### config.mk
export PLATFORM = sky130hd
export DESIGN_NAME = rxls_top
export DESIGN_NICKNAME = d
export VERILOG_FILES = /design/src/hdl/rxls_pkg.sv /design/src/hdl/rxls_bip_chk.sv /design/src/hdl/rxls_lf_fsm.sv /design/src/hdl/rxls_top.sv
export VERILOG_INCLUDE_DIRS = /design/src /design/src/hdl
export SDC_FILE = /design/constraint.sdc
export NUM_CORES = 1
export LEC_CHECK = 0
export ABC_AREA = 1
export BUFFER_PORTS_ARGS = -buffer_cell sky130_fd_sc_hd__buf_2
export CAP_MARGIN = 40
export CORE_AREA = 2 2 397 399
export DETAILED_ROUTE_END_ITERATION = 6
export DIE_AREA = 0 0 399 401
export PLACE_DENSITY_LB_ADDON = 0.1
export SETUP_SLACK_MARGIN = 0.05
export SLEW_MARGIN = 0
export SYNTH_ARGS = -nofsm -noshare
export SYNTH_HDL_FRONTEND = slang
export SYNTH_SLANG_ARGS = --single-unit
export TNS_END_PERCENT = 20
### constraint.sdc
create_clock -name clk_sys -period 6.71 [get_ports clk_sys]
set_input_delay 1.0065 -clock clk_sys [delete_from_list [all_inputs] [get_ports clk_sys]]
set_output_delay 1.0065 -clock clk_sys [all_outputs]
set_load 0.01 [all_outputs]
### src/hdl/rxls_defs.svh
// constants of the receive lane and frame status block
// Notes on behaviour
// RULE1 - Each physical lane has a 5-bit level output naming its PCS lane.
// RULE2 - A lane's PCS lane number is valid only while its sync bit is one.
// RULE3 - A 20-bit level vector shows which PCS lanes are demultiplexed.
// RULE4 - A 4-bit output counts packets with a bad, not stomped, FCS.
// RULE5 - An FCS equal to the inverse of the computed FCS is stomped.
// RULE6 - A 4-bit output counts packets carrying a stomped FCS.
// RULE7 - Bad and stomped counts last one cycle and may run back to back.
// RULE8 - A packet longer than the 15-bit maximum length is truncated.
// RULE9 - The truncation pulse lasts one cycle per event, back to back ok.
// RULE10 - Internal local fault is high while test, misalign or high BER.
// RULE11 - Received local fault is high while the fault machine says so.
// RULE12 - Each PCS lane has a one-bit BIP8 mismatch error output.
// RULE13 - Each BIP8 error is a one-cycle pulse, back to back allowed.
// RULE14 - Event counts carry this cycle's events and are zero otherwise.
`ifndef RXLS_DEFS_SVH
`define RXLS_DEFS_SVH
`define RXLS_LANES        20
`define RXLS_FCS_PER_CYC  4
`define RXLS_OFS_MAXLEN   8'h00
`define RXLS_OFS_STATUS   8'h04
`define RXLS_OFS_CLEAR    8'h08
`define RXLS_OFS_ENABLE   8'h0C
`define RXLS_OFS_SYNCED   8'h10
`define RXLS_OFS_DEMUXED  8'h14
`define RXLS_MAXLEN_RST   15'h2580
`define RXLS_EV_BAD       0
`define RXLS_EV_STOMP     1
`define RXLS_EV_TRUNC     2
`define RXLS_EV_BIP       3
`define RXLS_EV_INTLF     4
`define RXLS_EV_RXLF      5
`define RXLS_EV_NUM       6
`define RXLS_LF_SEQ_LAST  2'h3
`define RXLS_LF_COL_LAST  7'h7F
`define RXLS_RESP_OKAY    2'h0
`define RXLS_RESP_SLVERR  2'h2
`endif

### src/hdl/rxls_pkg.sv
// types of the receive lane and frame status block
package rxls_pkg;
    typedef enum logic [2:0] {
        LF_IDLE  = 3'h1,
        LF_COUNT = 3'h2,
        LF_FAULT = 3'h4
    } rxls_lf_state_t;

    typedef struct packed {
        rxls_lf_state_t st;
        logic [1:0]     seqCnt;
        logic [6:0]     colCnt;
        logic           fault;
    } rxls_lf_t;

    typedef struct packed {
        logic [19:0] err;
    } rxls_bip_t;

    typedef struct packed {
        logic [19:0][4:0] pcslNum;
        logic [19:0]      synced;
        logic [19:0]      demuxed;
        logic [3:0]       badFcs;
        logic [3:0]       stomped;
        logic             trunc;
        logic             intLf;
        logic [15:0]      pktLen;
        logic             cutting;
        logic [14:0]      maxLen;
        logic [5:0]       irqSts;
        logic [5:0]       irqEn;
        logic             irq;
        logic             awRdy;
        logic             wRdy;
        logic [7:0]       awAddr;
        logic [31:0]      wData;
        logic [3:0]       wStrb;
        logic             bValid;
        logic [1:0]       bResp;
        logic             arRdy;
        logic             rValid;
        logic [31:0]      rData;
        logic [1:0]       rResp;
    } rxls_state_t;
endpackage

### src/hdl/rxls_bip_chk.sv
// per-lane parity signature compare
`timescale 1ns/1ps
`include "rxls_defs.svh"
module rxls_bip_chk (
    input  wire logic             clk_sys,  // system clock
    input  wire logic             rst_n,    // sync reset
    input  wire logic [19:0]      bipValid, // signature byte arrived
    input  wire logic [19:0][7:0] bipRx,    // received signature
    input  wire logic [19:0][7:0] bipCalc,  // computed signature
    output logic [19:0]           bipErr    // one-cycle error pulses
);
    rxls_pkg::rxls_bip_t bip_reg;
    rxls_pkg::rxls_bip_t bip_next;

    always_comb begin
        bip_next = '0;
        for (int i = 0; i < `RXLS_LANES; i++) begin
            bip_next.err[i] = bipValid[i] && (bipRx[i] != bipCalc[i]); // RULE12 RULE13
        end
    end

    always_ff @(posedge clk_sys) begin
        if (!rst_n) begin
            bip_reg <= '0;
        end else begin
            bip_reg <= bip_next;
        end
    end

    assign bipErr = bip_reg.err;
endmodule

### src/hdl/rxls_lf_fsm.sv
// received local fault state machine
`timescale 1ns/1ps
`include "rxls_defs.svh"
module rxls_lf_fsm (
    input  wire logic clk_sys,    // system clock
    input  wire logic rst_n,      // sync reset
    input  wire logic colValid,   // a column was received
    input  wire logic colIsLf,    // that column is a local fault sequence
    output logic      faultOut    // received local fault level
);
    rxls_pkg::rxls_lf_t lf_reg;
    rxls_pkg::rxls_lf_t lf_next;

    always_comb begin
        lf_next = lf_reg;
        case (lf_reg.st)
            rxls_pkg::LF_IDLE: begin
                if (colValid && colIsLf) begin
                    lf_next.st = rxls_pkg::LF_COUNT;
                    lf_next.seqCnt = 2'h1;
                    lf_next.colCnt = 7'h00;
                end
            end
            rxls_pkg::LF_COUNT: begin
                if (colValid && colIsLf) begin
                    lf_next.colCnt = 7'h00;
                    if (lf_reg.seqCnt == `RXLS_LF_SEQ_LAST) begin
                        lf_next.st = rxls_pkg::LF_FAULT;
                        lf_next.fault = 1'b1; // RULE11
                    end else begin
                        lf_next.seqCnt = lf_reg.seqCnt + 2'h1;
                    end
                end else if (colValid) begin
                    lf_next.colCnt = lf_reg.colCnt + 7'h01;
                    if (lf_reg.colCnt == `RXLS_LF_COL_LAST) begin
                        lf_next.st = rxls_pkg::LF_IDLE;
                    end
                end
            end
            rxls_pkg::LF_FAULT: begin
                // fault holds until a full window passes without one
                if (colValid && colIsLf) begin
                    lf_next.colCnt = 7'h00;
                end else if (colValid) begin
                    lf_next.colCnt = lf_reg.colCnt + 7'h01;
                    if (lf_reg.colCnt == `RXLS_LF_COL_LAST) begin
                        lf_next.st = rxls_pkg::LF_IDLE;
                        lf_next.fault = 1'b0; // RULE11
                    end
                end
            end
            default: begin
                lf_next.st = rxls_pkg::LF_IDLE;
                lf_next.fault = 1'b0;
            end
        endcase
    end

    always_ff @(posedge clk_sys) begin
        if (!rst_n) begin
            lf_reg <= '{st: rxls_pkg::LF_IDLE, default: '0};
        end else begin
            lf_reg <= lf_next;
        end
    end

    assign faultOut = lf_reg.fault;
endmodule

### src/hdl/rxls_top.sv
// receive lane and frame status with register access
`timescale 1ns/1ps
`include "rxls_defs.svh"
module rxls_top #(
    parameter int NUM_LANES = 20,
    parameter int FCS_PER_CYC = 4
) (
    input  wire logic              clk_sys,         // system clock
    input  wire logic              rst_n,           // sync reset
    input  wire logic [19:0]       laneSynced,      // per-lane sync
    input  wire logic [19:0][4:0]  lanePcslIn,      // found lane numbers
    input  wire logic [19:0]       laneDemuxed,     // marker locks
    input  wire logic [3:0]        fcsValid,        // packet ends
    input  wire logic [3:0][31:0]  fcsRx,           // received FCS
    input  wire logic [3:0][31:0]  fcsCalc,         // computed FCS
    input  wire logic              rxEna,           // data word valid
    input  wire logic              rxSop,           // first word
    input  wire logic              rxEop,           // last word
    input  wire logic [6:0]        rxBytes,         // bytes in word
    input  wire logic              txTestPattern,   // test generation on
    input  wire logic              rxAlignBad,      // alignment bad
    input  wire logic              rxHiBer,         // high error rate
    input  wire logic              colValid,        // column received
    input  wire logic              colIsLf,         // column is LF seq
    input  wire logic [19:0]       bipValid,        // signature arrived
    input  wire logic [19:0][7:0]  bipRx,           // received signature
    input  wire logic [19:0][7:0]  bipCalc,         // computed signature
    output logic [19:0][4:0]       statPcslNum,     // lane numbers
    output logic [19:0]            statSynced,      // sync qualifier
    output logic [19:0]            statDemuxed,     // demux flags
    output logic [3:0]             statBadFcs,      // bad FCS count
    output logic [3:0]             statStompedFcs,  // stomped count
    output logic                   statTruncated,   // truncation pulse
    output logic                   statIntLf,       // internal fault
    output logic                   statRxLf,        // received fault
    output logic [19:0]            statBipErr,      // parity pulses
    output logic                   irq,             // interrupt level
    input  wire logic [7:0]        s_axi_awaddr,    // write address
    input  wire logic              s_axi_awvalid,   // write addr valid
    output logic                   s_axi_awready,   // write addr ready
    input  wire logic [31:0]       s_axi_wdata,     // write data
    input  wire logic [3:0]        s_axi_wstrb,     // byte enables
    input  wire logic              s_axi_wvalid,    // write data valid
    output logic                   s_axi_wready,    // write data ready
    output logic [1:0]             s_axi_bresp,     // write response
    output logic                   s_axi_bvalid,    // response valid
    input  wire logic              s_axi_bready,    // response ready
    input  wire logic [7:0]        s_axi_araddr,    // read address
    input  wire logic              s_axi_arvalid,   // read addr valid
    output logic                   s_axi_arready,   // read addr ready
    output logic [31:0]            s_axi_rdata,     // read data
    output logic [1:0]             s_axi_rresp,     // read response
    output logic                   s_axi_rvalid,    // read valid
    input  wire logic              s_axi_rready     // read ready
);
    if (NUM_LANES != `RXLS_LANES || FCS_PER_CYC != `RXLS_FCS_PER_CYC) begin
        $error("rxls_top: lane or FCS count not supported");
    end

    rxls_pkg::rxls_state_t s_reg;
    rxls_pkg::rxls_state_t s_next;
    logic                  rxLfLvl;
    logic [19:0]           bipErrLvl;

    function automatic logic [3:0] count4(input logic [3:0] v);
        count4 = {3'h0, v[0]} + {3'h0, v[1]} + {3'h0, v[2]} + {3'h0, v[3]};
    endfunction

    function automatic logic [31:0] merge(input logic [31:0] old,
                                          input logic [31:0] dat,
                                          input logic [3:0]  strb);
        for (int b = 0; b < 4; b++) begin
            merge[b*8 +: 8] = strb[b] ? dat[b*8 +: 8] : old[b*8 +: 8];
        end
    endfunction

    rxls_lf_fsm u_lf (
        .clk_sys  (clk_sys),
        .rst_n    (rst_n),
        .colValid (colValid),
        .colIsLf  (colIsLf),
        .faultOut (rxLfLvl)
    );

    rxls_bip_chk u_bip (
        .clk_sys  (clk_sys),
        .rst_n    (rst_n),
        .bipValid (bipValid),
        .bipRx    (bipRx),
        .bipCalc  (bipCalc),
        .bipErr   (bipErrLvl)
    );

    always_comb begin
        logic [3:0]  badV;
        logic [3:0]  stompV;
        logic [15:0] lenAfter;
        logic [5:0]  ev;
        logic [5:0]  clr;
        logic [31:0] mrg;
        logic        doWr;
        logic [31:0] upd;

        badV = '0;
        stompV = '0;
        lenAfter = '0;
        ev = '0;
        clr = '0;
        mrg = '0;
        doWr = 1'b0;
        upd = '0;
        s_next = s_reg;

        for (int l = 0; l < `RXLS_LANES; l++) begin
            // zero while unsynced so stale numbers never leak
            s_next.pcslNum[l] = laneSynced[l] ? lanePcslIn[l] : 5'h00; // RULE1 RULE2
        end
        s_next.synced = laneSynced; // RULE2
        s_next.demuxed = laneDemuxed; // RULE3

        for (int f = 0; f < `RXLS_FCS_PER_CYC; f++) begin
            stompV[f] = fcsValid[f] && (fcsRx[f] == ~fcsCalc[f]); // RULE5
            badV[f] = fcsValid[f] && (fcsRx[f] != fcsCalc[f])
                      && !stompV[f]; // RULE4
        end
        s_next.badFcs = count4(badV); // RULE4 RULE7 RULE14
        s_next.stomped = count4(stompV); // RULE6 RULE7 RULE14

        // length stops growing once cut, so 16 bits never wrap
        s_next.trunc = 1'b0; // RULE9
        if (rxEna) begin
            lenAfter = (rxSop ? 16'h0000 : s_reg.pktLen) + {9'h000, rxBytes};
            if (rxSop || !s_reg.cutting) begin
                s_next.pktLen = lenAfter;
                if (lenAfter > {1'b0, s_reg.maxLen}) begin
                    s_next.trunc = 1'b1; // RULE8 RULE9
                    s_next.cutting = 1'b1; // RULE8
                end else begin
                    s_next.cutting = 1'b0;
                end
            end
            if (rxEop) begin
                s_next.pktLen = 16'h0000;
                s_next.cutting = 1'b0;
            end
        end

        // a plain level: it falls as soon as every cause is gone
        s_next.intLf = txTestPattern || rxAlignBad || rxHiBer; // RULE10

        // every event sets its sticky status bit
        ev[`RXLS_EV_BAD] = |badV;
        ev[`RXLS_EV_STOMP] = |stompV;
        ev[`RXLS_EV_TRUNC] = s_next.trunc;
        ev[`RXLS_EV_BIP] = |bipErrLvl;
        ev[`RXLS_EV_INTLF] = s_reg.intLf;
        ev[`RXLS_EV_RXLF] = rxLfLvl;

        // write channel: address and data taken in either order
        if (s_axi_awvalid && s_reg.awRdy) begin
            s_next.awAddr = s_axi_awaddr;
            s_next.awRdy = 1'b0;
        end

        if (s_axi_wvalid && s_reg.wRdy) begin
            s_next.wData = s_axi_wdata;
            s_next.wStrb = s_axi_wstrb;
            s_next.wRdy = 1'b0;
        end
        doWr = !s_reg.awRdy && !s_reg.wRdy && !s_reg.bValid;

        mrg = merge(32'h0000_0000, s_reg.wData, s_reg.wStrb);

        if (doWr) begin
            s_next.bValid = 1'b1;
            s_next.bResp = `RXLS_RESP_OKAY;
            case (s_reg.awAddr & 8'hFC)
                `RXLS_OFS_MAXLEN: begin
                    upd = merge({17'h00000, s_reg.maxLen},
                                s_reg.wData, s_reg.wStrb);
                    s_next.maxLen = upd[14:0];
                end
                `RXLS_OFS_CLEAR: begin
                    clr = mrg[5:0];
                end
                `RXLS_OFS_ENABLE: begin
                    upd = merge({26'h0000000, s_reg.irqEn},
                                s_reg.wData, s_reg.wStrb);
                    s_next.irqEn = upd[5:0];
                end
                `RXLS_OFS_STATUS, `RXLS_OFS_SYNCED,
                `RXLS_OFS_DEMUXED: begin
                    s_next.bResp = `RXLS_RESP_OKAY;
                end
                default: begin
                    s_next.bResp = `RXLS_RESP_SLVERR;
                end
            endcase
        end

        if (s_reg.bValid && s_axi_bready) begin
            s_next.bValid = 1'b0;
            s_next.awRdy = 1'b1;
            s_next.wRdy = 1'b1;
        end

        // a new event beats a clear in the same cycle
        s_next.irqSts = (s_reg.irqSts & ~clr) | ev;
        s_next.irq = |(s_next.irqSts & s_reg.irqEn);

        // read data latched with the address, stands until taken
        if (s_axi_arvalid && s_reg.arRdy) begin
            s_next.arRdy = 1'b0;
            s_next.rValid = 1'b1;
            s_next.rResp = `RXLS_RESP_OKAY;
            case (s_axi_araddr & 8'hFC)
                `RXLS_OFS_MAXLEN:  s_next.rData = {17'h00000, s_reg.maxLen};
                `RXLS_OFS_STATUS:  s_next.rData = {26'h0000000, s_reg.irqSts};
                `RXLS_OFS_CLEAR:   s_next.rData = 32'h0000_0000;
                `RXLS_OFS_ENABLE:  s_next.rData = {26'h0000000, s_reg.irqEn};
                `RXLS_OFS_SYNCED:  s_next.rData = {12'h000, s_reg.synced};
                `RXLS_OFS_DEMUXED: s_next.rData = {12'h000, s_reg.demuxed};
                default: begin
                    s_next.rData = 32'h0000_0000;
                    s_next.rResp = `RXLS_RESP_SLVERR;
                end
            endcase
        end

        if (s_reg.rValid && s_axi_rready) begin
            s_next.rValid = 1'b0;
            s_next.arRdy = 1'b1;
        end
    end

    always_ff @(posedge clk_sys) begin
        if (!rst_n) begin
            s_reg <= '{maxLen: `RXLS_MAXLEN_RST, awRdy: 1'b1, wRdy: 1'b1,
                       arRdy: 1'b1, default: '0};
        end else begin
            s_reg <= s_next;
        end
    end

    assign statPcslNum = s_reg.pcslNum;
    assign statSynced = s_reg.synced;
    assign statDemuxed = s_reg.demuxed;
    assign statBadFcs = s_reg.badFcs;
    assign statStompedFcs = s_reg.stomped;
    assign statTruncated = s_reg.trunc;
    assign statIntLf = s_reg.intLf;
    assign statRxLf = rxLfLvl;
    assign statBipErr = bipErrLvl;
    assign irq = s_reg.irq;
    assign s_axi_awready = s_reg.awRdy;
    assign s_axi_wready = s_reg.wRdy;
    assign s_axi_bvalid = s_reg.bValid;
    assign s_axi_bresp = s_reg.bResp;
    assign s_axi_arready = s_reg.arRdy;
    assign s_axi_rvalid = s_reg.rValid;
    assign s_axi_rdata = s_reg.rData;
    assign s_axi_rresp = s_reg.rResp;
endmodule

* Yosys cells after proc, flatten, opt, wreduce, memory -nomap -nowiden *
Cells that the tools add are included.

word-level totals
  register bits after elaboration = 294
  input bits = 814
  output and inout port bits = 213
  logic and storage cells = 246

cells by class
  add/sub/neg operators = 9
  $lt $le $gt $ge = 1
  eq/ne operators = 53
  muxes and demuxes = 32
  bitwise operators = 10
  reductions and logical operators = 92

operators by type and width
  kind                                                  count
  != test 8 bit                                         20
  equality test 32 bit                                  4
  != test 32 bit                                        4
  inverter 32 bit                                       4
  case mux 20 bit (5 select lines)                      1
  AND reduction 2 bit                                   21
  logical AND 1 bit                                     40
  two-way mux 17 bit                                    2
  equality test 6 x 2 -> 1 bit (second input constant)  4
  equality test 6 x 3 -> 1 bit (second input constant)  4
  two-way mux 7 bit                                     3
  case mux 7 bit (3 select lines)                       1
  OR reduction 20 bit                                   1
  two-way mux 6 bit                                     3
  OR reduction 6 bit                                    3
  adder 16 x 7 -> 16 bit                                1
  > comparator 16 x 15 -> 1 bit                         1
  zero test 8 bit                                       2
  two-way mux 16 bit                                    1
  two-way mux 3 bit                                     5
  bitwise AND 6 bit                                     2
  equality test 6 x 1 -> 1 bit (second input constant)  2
  two-way mux 12 bit                                    1
  AND reduction 3 bit                                   4
  other kinds (30)                                      63

* Longest topological paths before layout *
Gate-level depths: netlist (run 1).

  depth in word-level cells = 9
  mapped depth = 28
  gate-level depth less buffers = 28

* Hierarchy *
From an unflattened synthesis (run 1), not the netlist that was laid out.

unflattened totals
  cell total of the unflattened synthesis = 3,009
  area, all modules = 18,082.3 µm²

by module, submodules not included
  module        instances  cells each  area an instance (µm²)  seq. area each (µm²)
  rxls_top      1          1,940       13,395.3                4,864.7
  rxls_bip_chk  1          942         3,863.7                 400.4
  rxls_lf_fsm   1          127         823.3                   260.2

* Worst setup path after synthesis (run 1) *
Ideal clock, no wire load.

  path kind = input to register
  from = input rxSop
  to = register s_reg, in the netlist irq
  data arrival time = 3.636 ns
  data required time = 6.598 ns
  path slack = 2.962 ns
  cell stages on the path = 28
  path buffers = 1
  cell sequence = buf_6 > nor2_1 > ha_1 > inv_1 > fa_1 > o21ai_1 > a21oi_1 > nor3_1 > nand2_1 > nand2_1 > inv_1 > ha_1 > nand2_1 > inv_1 > nand2_1 > nor2_1 > nand2_1 > nand3_1 > nand2_1 > nand2_1 > nand2_1 > nand2_1 > nand2_1 > nand2_1 > nand2_2 > nand2_2 > nand2_1 > nand2_1

on the way
  word-level cells in the longest chain between the ends = 9
  elaborated cells on any way between the ends = 10
  those cells by class = add/sub: 1; order compare: 1; mux: 4; bitwise: 2; reduce/logical: 2

ends and longest elaborated chain
  what                           RTL line         text
  from (decl)                    rxls_top.sv:17   input wire logic rxSop,
  two-way mux 16 bit             rxls_top.sv:132  lenAfter = (rxSop ? 16'h0000 : s_reg.pktLen) + {9'h000, rxBytes};
  adder 16 x 7 -> 16 bit         rxls_top.sv:132
  > comparator 16 x 15 -> 1 bit  rxls_top.sv:135  if (lenAfter > {1'b0, s_reg.maxLen}) begin
  two-way mux 1 bit              rxls_top.sv:135
  two-way mux 1 bit *            rxls_top.sv:133  if (rxSop || !s_reg.cutting) begin
  two-way mux 1 bit *            rxls_top.sv:131  if (rxEna) begin
  bitwise OR 6 bit *             rxls_top.sv:208  s_next.irqSts = (s_reg.irqSts & ~clr) | ev;
  bitwise AND 6 bit *            rxls_top.sv:209  s_next.irq = |(s_next.irqSts & s_reg.irqEn);
  OR reduction 6 bit *           rxls_top.sv:209
  to (signal assigned)           rxls_top.sv:238  s_reg <= '{maxLen: `RXLS_MAXLEN_RST, awRdy: 1'b1, wRdy: 1'b1,
  to (signal assigned)           rxls_top.sv:241  s_reg <= s_next;
  to (decl)                      rxls_top.sv:60   rxls_pkg::rxls_state_t s_reg;

Every way passes the cells marked *; elsewhere a longest branch is shown, timed or not.
A chain may end at the register's enable or synchronous reset.

* Worst setup path after layout (run 1) *
Same ends and word-level chain as after synthesis.

==> results.md, run 1 <==
* Slowest cell on the critical path: fa_1
* Top-count cell post-synth: nand2_1
* Total I/O pin count at 1027
* Hold WS at 0.462 ns
* Post-DR wirelength/cell at 18.5 microns
* Max_cap viols at 0
* Cell taking the most area after synthesis: dfxtp_1
* Dpl ws at 2.18 ns
* Synth warn at 0
* Hold/Removal Path Class: flip-flop to flip-flop
* Leak Pwr at approximately 13 nW
* CTS Sinks at 276
* Fin. Hold Viols at 0
* Via count at about 18000
* Final instance area at 24600 sq um
* Origin of the worst setup path: rxSop
* Clk_lat worst skew at ~0.62 ns
* Antenna Violating Nets Remaining at 0
* Share of cells above drive strength 1 at 33.8%
* CP Buf/Inv Count at 4
* Logic pwr share at 18.8%
* Worst path most repeated cell: nand2_1
* Final setup fails at 0
* Crit path max-delay family: simple AND/OR/NAND/NOR gates
* Final period utilization at 57.7%
* Post-cts sizing count at 0
* DP HPWL at 88800 microns
* Core Rows at 145
* Iter 0 DRT Violations at 630
* Post-DP Area at around 23000 sq um
* # port buffers at between 900 and 1000
* Total grt overflow at 0
* R2R cell count at 28
* Placed insts at 5342
* Largest net degree at the start of global routing at 53
* Chip height at 401 microns
* Slew Limit Fails at 0
* Die Area at 160000 sq um
* Setup TNS at 0 ns
* CP max FO at 13
* DR pass1 iterations at 6
* Reg-to-reg startpoint: s_reg[114]
* Overall Power at 5.02 mW
* Syn avg cell area at 6.81 sq um
* Gpl congestion at 0.794
* Power per cell area at 204 nW/um^2
* Crit path to: irq
* Sequential element share of the synthesized area at 32.6%
* Reg2reg setup slack at 3.16 ns
* RR Endpoint: irq
* Min Tclk post-route at 3.87 ns
* Wirelength, routed at approximately 100000 microns
* Area growth, synth to finish at 45.2%
* WP data arrival at 4.37 ns
* Finished Layout Cells at about 5400
* Clock-pin slew on the worst setup and hold paths at 0.05 ns
* Outcome: finished clean
* Synthesized area at 16900 sq um
* Fin util at 15.8%
* CTS tree: yes
* Starting Density at between 10% and 20%
* Commonest cells in the netlist: nand2_1, inv_1, nor2_1, dfxtp_1, buf_4
* VDD IR max at roughly 0.17 mV
* Startpoint Class: input port
* H-tree depth at 2
* First-pass GRT wire length at 136000 microns
* Crit path depth at 28
* Primary FF master, synth: dfxtp_1
* Total core area at 156000 sq um
* Critical path class: input port to flip-flop
* Die Wd at 399 microns
* Clock network power share at between 40% and 50%
* Sequential Power Share at 35.0%
* Max stage delay on crit path at 0.43 ns
* CTS Hold Buffers Added at 0
* Top cell type's share of synthesized area at approximately 33%
* Root buf cell: clkbuf_16
* Final clock skew at 0.0393 ns
* P_sw at around 1.6 mW
* Register bit total from synthesis at 276
* EDFF count, synth at 0
* Sw Share at 31.2%
* Top post-synthesis cells by area: dfxtp_1, nand2_1, inv_1, buf_4, nor2_1
* Num CTS Buffers at 43
* Nets@finish at 4176
* Relative slew slack at 47.3%
* Vias in the first global route at 18401
* Post-route DRC violation count at 0
* Synth cell types at 60
* Max reg flops at 100
* Vias per cell at 3.27
* Initial antenna violation count at 57
* RSZ-0062 raised after global routing: false
* P_int at 3.45 mW
* Global-route usage over all layers at 12.1%
* Share of flip-flops with an asynchronous set or reset at 0%
* CP Capture Type: flip-flop
* Slew of the pin with the lowest slew margin at a little under 0.8 ns
* Deepest clock path buffer count at 3
* Final setup margin at 2.84 ns
* Mapped Cells at roughly 2500
* Fmax at 0.258 GHz
* CP required at 7.21 ns
* Post-CTS Repair Setup Buffers at 0
[power groups by stage]
stage | registers [mW] | clock network (mW) | logic [mW]
3_3_place_gp | 1.79 | 0 | 0.962
6_report | 1.76 | 2.32 | 0.942
4_1_cts | 1.76 | 2.47 | 0.973
2_1_floorplan | 1.78 | 0 | 0.491
3_5_place_dp | 1.79 | 0 | 0.969
5_1_grt | 1.76 | 2.51 | 1.06
[worst min-delay path by stage]
| stage | start | endpoint | slack, ns | cells past startpoint |
|---|---|---|---|---|
| global route | s_reg[128] | s_reg[128] | 0.48 | 2 |
| CTS | s_axi_rdata[15] | s_axi_rdata[15] | 0.47 | 2 |
| global placement | s_reg[129] | s_reg[129] | 0.45 | 2 |
| detailed placement | s_axi_rdata[15] | s_axi_rdata[15] | 0.46 | 2 |
| floorplan | u_lf.lf_reg[8] | u_lf.lf_reg[8] | 0.43 | 1 |
| finish | s_axi_rdata[15] | s_axi_rdata[15] | 0.46 | 2 |
[logic make-up after synthesis]
logic type / synth area share, %
AOI/OAI and AO/OA: 9.38
xor gates and xnor gates: 10.4
adders and majority gates: 2.57
buffers and inverters: 18.9
DFF: 32.6
other: 0.0222
and+or+nand+nor: 26.1
[routing by layer]
metal / vias up / global-route usage, % / wire (microns)
met5: - / 0 / 226
met4: 38 / 2.10 / 1960
met3: 163 / 4.11 / 8270
met2: 650 / 23.6 / 53000
met1: 7763 / 12.3 / 36800
li1: 9166 / - / -
[layout by cell type (no fill, tap or decap), types with 3 or more instances in the layout]
cell type	instances
nor3_1	6
a22oi_1	12
nand2_2	6
o2111ai_1	8
conb_1	16
buf_4	13
nand2_1	524
xor2_1	67
nor2_2	9
dfxtp_1	276
inv_2	4
clkinv_2	8
nand3b_1	5
o21ai_1	6
a22o_1	5
a211oi_1	11
ha_1	30
diode_2	8
o31ai_1	18
o21ai_0	62
clkinvlp_4	4
clkbuf_1	8
buf_2	987
fa_1	3
a21oi_1	74
nor4_1	13
nand4_1	45
inv_1	436
nand3_1	47
nor2_1	361
xnor2_1	134
clkbuf_16	43
or2_2	30
clkbuf_8	9
o22ai_1	27
a41oi_1	11
clkinv_4	3
[final cells by class]
cell class / instances / area (sq um)
fill: 18214 / 131000
clock buffer: 60 / 1230
antenna: 8 / 20.0
inverter: 442 / 1660
clock inverter: 20 / 205
tap: 2058 / 2570
multi-input combinational: 1564 / 8270
timing repair buffer: 1002 / 5080
sequential: 276 / 5530
[tightest hold or removal path, delay by kind of cell, from the launching register on]
kind	cells	cell delay (ns)
flip-flops	1	0.30
AND/OR/NAND/NOR	1	0.06
AO/OA/AOI/OAI	1	0.06
Note: power is estimated with default switching activity, not from simulation.
==> run 2: changes to the inputs <==
--- a/config.mk
+++ b/config.mk
@@ -9,9 +9,9 @@
 export ABC_AREA = 1
 export BUFFER_PORTS_ARGS = -buffer_cell sky130_fd_sc_hd__buf_2
 export CAP_MARGIN = 40
-export CORE_AREA = 2 2 397 399
+export CORE_AREA = 2 2 402 404
 export DETAILED_ROUTE_END_ITERATION = 6
-export DIE_AREA = 0 0 399 401
+export DIE_AREA = 0 0 404 406
 export PLACE_DENSITY_LB_ADDON = 0.1
 export SETUP_SLACK_MARGIN = 0.05
 export SLEW_MARGIN = 0
==> constraint.sdc (replaced) <==
create_clock -name clk_sys -period 3.64 [get_ports clk_sys]
set_input_delay 0.546 -clock clk_sys [delete_from_list [all_inputs] [get_ports clk_sys]]
set_output_delay 0.546 -clock clk_sys [all_outputs]
set_load 0.01 [all_outputs]
==> run 2 against run 1 <==
  * Combinational power up 86%
  * Worst setup slack worse by 2.4 ns
  * Sequential share of layout area down 0.22 points
  * Die area up 2.5%
  * Critical path depth down 1
  * Clock-buffer cell count unchanged
  * Critical path type is now flip-flop to flip-flop
  * Largest power group unchanged
==> results.md, run 2 (same netlist as run 1, synthesis figures left out) <==
* Outcome: finished clean
* Largest net degree at the start of global routing at 56
* Reg2reg setup slack at 0.44 ns
* Share of cells above drive strength 1 at 34.3%
* Via count at roughly 18000
* Most frequent cells in the layout: buf_2, nand2_1, inv_1, nor2_1, dfxtp_1
* Clk_lat worst skew at 0.61 ns
* Vias per cell at 3.25
* Chip height at around 410 microns
* Gpl congestion at 0.783
* Num CTS Buffers at 42
* CP required at 4.13 ns
* Final clock skew at about 0.023 ns
* Clock-pin slew on the worst setup and hold paths at 0.06 ns
* CP Buf/Inv Count at 4
* CTS Hold Buffers Added at 0
* Critical path class: flip-flop to flip-flop
* First-pass GRT wire length at 138000 microns
* Slowest cell on the critical path: fa_1
* Max reg flops at 100
* CP Capture Type: flip-flop
* Setup TNS at 0 ns
* CTS Sinks at 276
* CTS tree: yes
* Total I/O pin count at 1027
* WP data arrival at 3.69 ns
* Slew of the pin with the lowest slew margin at ~0.76 ns
* Max_cap viols at 0
* Starting Density at 10.6%
* Root buf cell: clkbuf_16
* Hold/Removal Path Class: input port to flip-flop
* Startpoint Class: flip-flop
* Hold wc startpoint: laneDemuxed[14]
* Core Rows at 147
* Antenna Violating Nets Remaining at 0
* Deepest clock path buffer count at 3
* Worst Hold Endpoint: statDemuxed[14]
* Global-route usage over all layers at 11.9%
* Nets@finish at 4200
* H-tree depth at 2
* # port buffers at 987
* Leak Pwr at 13.0 nW
* Max stage delay on crit path at roughly 0.44 ns
* Total grt overflow at 0
* Die Wd at 404 microns
* Filler Cells Inserted at approximately 19000
* Area growth, synth to finish at 46.6%
* Worst path most repeated cell: nand2_1
* Commonest non-fill, non-tap cell in the layout: buf_2
* DP HPWL at between 90000 and 100000 microns
* Overall Power at 9.20 mW
* VDD IR max at 0.295 mV
* Vias in the first global route at 18298
* Post-DR wirelength/cell at 18.5 microns
* Final period utilization at 88.0%
* RR Endpoint: irq
* Reg-to-reg startpoint: s_reg[114]
* Fin. Hold Viols at 0
* Initial antenna violation count at 75
* Slew Limit Fails at 0
* CP max FO at 3
* Wirelength, routed at 101000 microns
* Post-route DRC violation count at 0
* Hold Path Stages at 3
* R2R cell count at 27
* Min Tclk post-route at 3.20 ns
* Die Area at 164000 sq um
* Relative slew slack at roughly half
* RSZ-0062 raised after global routing: false
* Fmax at approximately 0.31 GHz
* Total core area at 160000 sq um
* Iter 0 DRT Violations at 529
* Crit path max-delay family: simple AND/OR/NAND/NOR gates
* Final setup fails at 0
* Power per cell area at 371 nW/um^2
* DR pass1 iterations at 5
==> run 2: cell count changes in the layout (fill, tap and decap cells not counted), moves of 2 or more <==
cell,change
buf_12,+2
buf_4,+24
clkinv_2,-2
clkinvlp_4,-2
diode_2,-2
==> run 2: timing repair <==
item	CTS	global route
gates resized for setup	0	5
hold endpoints to repair	0	0
endpoints found under the setup margin	0	4
setup buffers	0	1
==> run 2: worst max path at each step <==
stage          startpoint   to  cells past startpoint
2_1_floorplan       rxSop  irq                     28
3_3_place_gp        rxSop  irq                     28
3_5_place_dp        rxSop  irq                     28
4_1_cts        s_reg[114]  irq                     28
5_1_grt        s_reg[114]  irq                     28
6_report       s_reg[114]  irq                     27
==> run 2: layer usage <==
metal,global-route usage [%],routed length [microns]
met1,13.1,39700
met2,22.5,52300
met3,3.30,6750
met4,2.11,2150
met5,0,220
==> run 2: stage by stage <==
stage,cells,instance area [sq um],hold slack (ns),setup WS (ns),utilization (%)
after floorplan,2501,17000,0.429,0.353,-
after global placement,5392,23300,0.452,-0.173,14.6
after detailed placement,5394,23400,0.453,-0.145,14.6
after CTS,5470,24800,0.0517,0.206,15.5
after global routing,5474,24800,0.0744,0.0789,15.5
final,5477,24800,0.116,0.437,15.5
==> run 2: layout make-up <==
class / instances / area [sq um] / area share (%)
clock buffer: 60 / 1220 / 4.91
tap: 2086 / 2610 / 10.5
sequential: 276 / 5530 / 22.3
inverter: 442 / 1660 / 6.70
antenna: 6 / 15.0 / 0.0605
timing repair buffer: 1027 / 5310 / 21.4
multi-input combinational: 1564 / 8290 / 33.4
clock inverter: 16 / 180 / 0.726
==> run 2: where the power goes <==
| group | switching, mW | internal (mW) | total, mW |
|---|---|---|---|
| clock | 1.78 | 2.43 | 4.21 |
| combinational | 0.987 | 0.760 | 1.75 |
| sequential | 0.0803 | 3.16 | 3.24 |
==> run 2: worst register-to-register path, delay by kind of cell, from the launching register on <==
family / cells / cell delay [ns]
compound gates: 3 / 0.45
xor+xnor: 1 / 0.22
fa+ha+maj: 3 / 0.91
buf+inv: 4 / 0.21
flops: 1 / 0.31
simple gates: 16 / 0.98
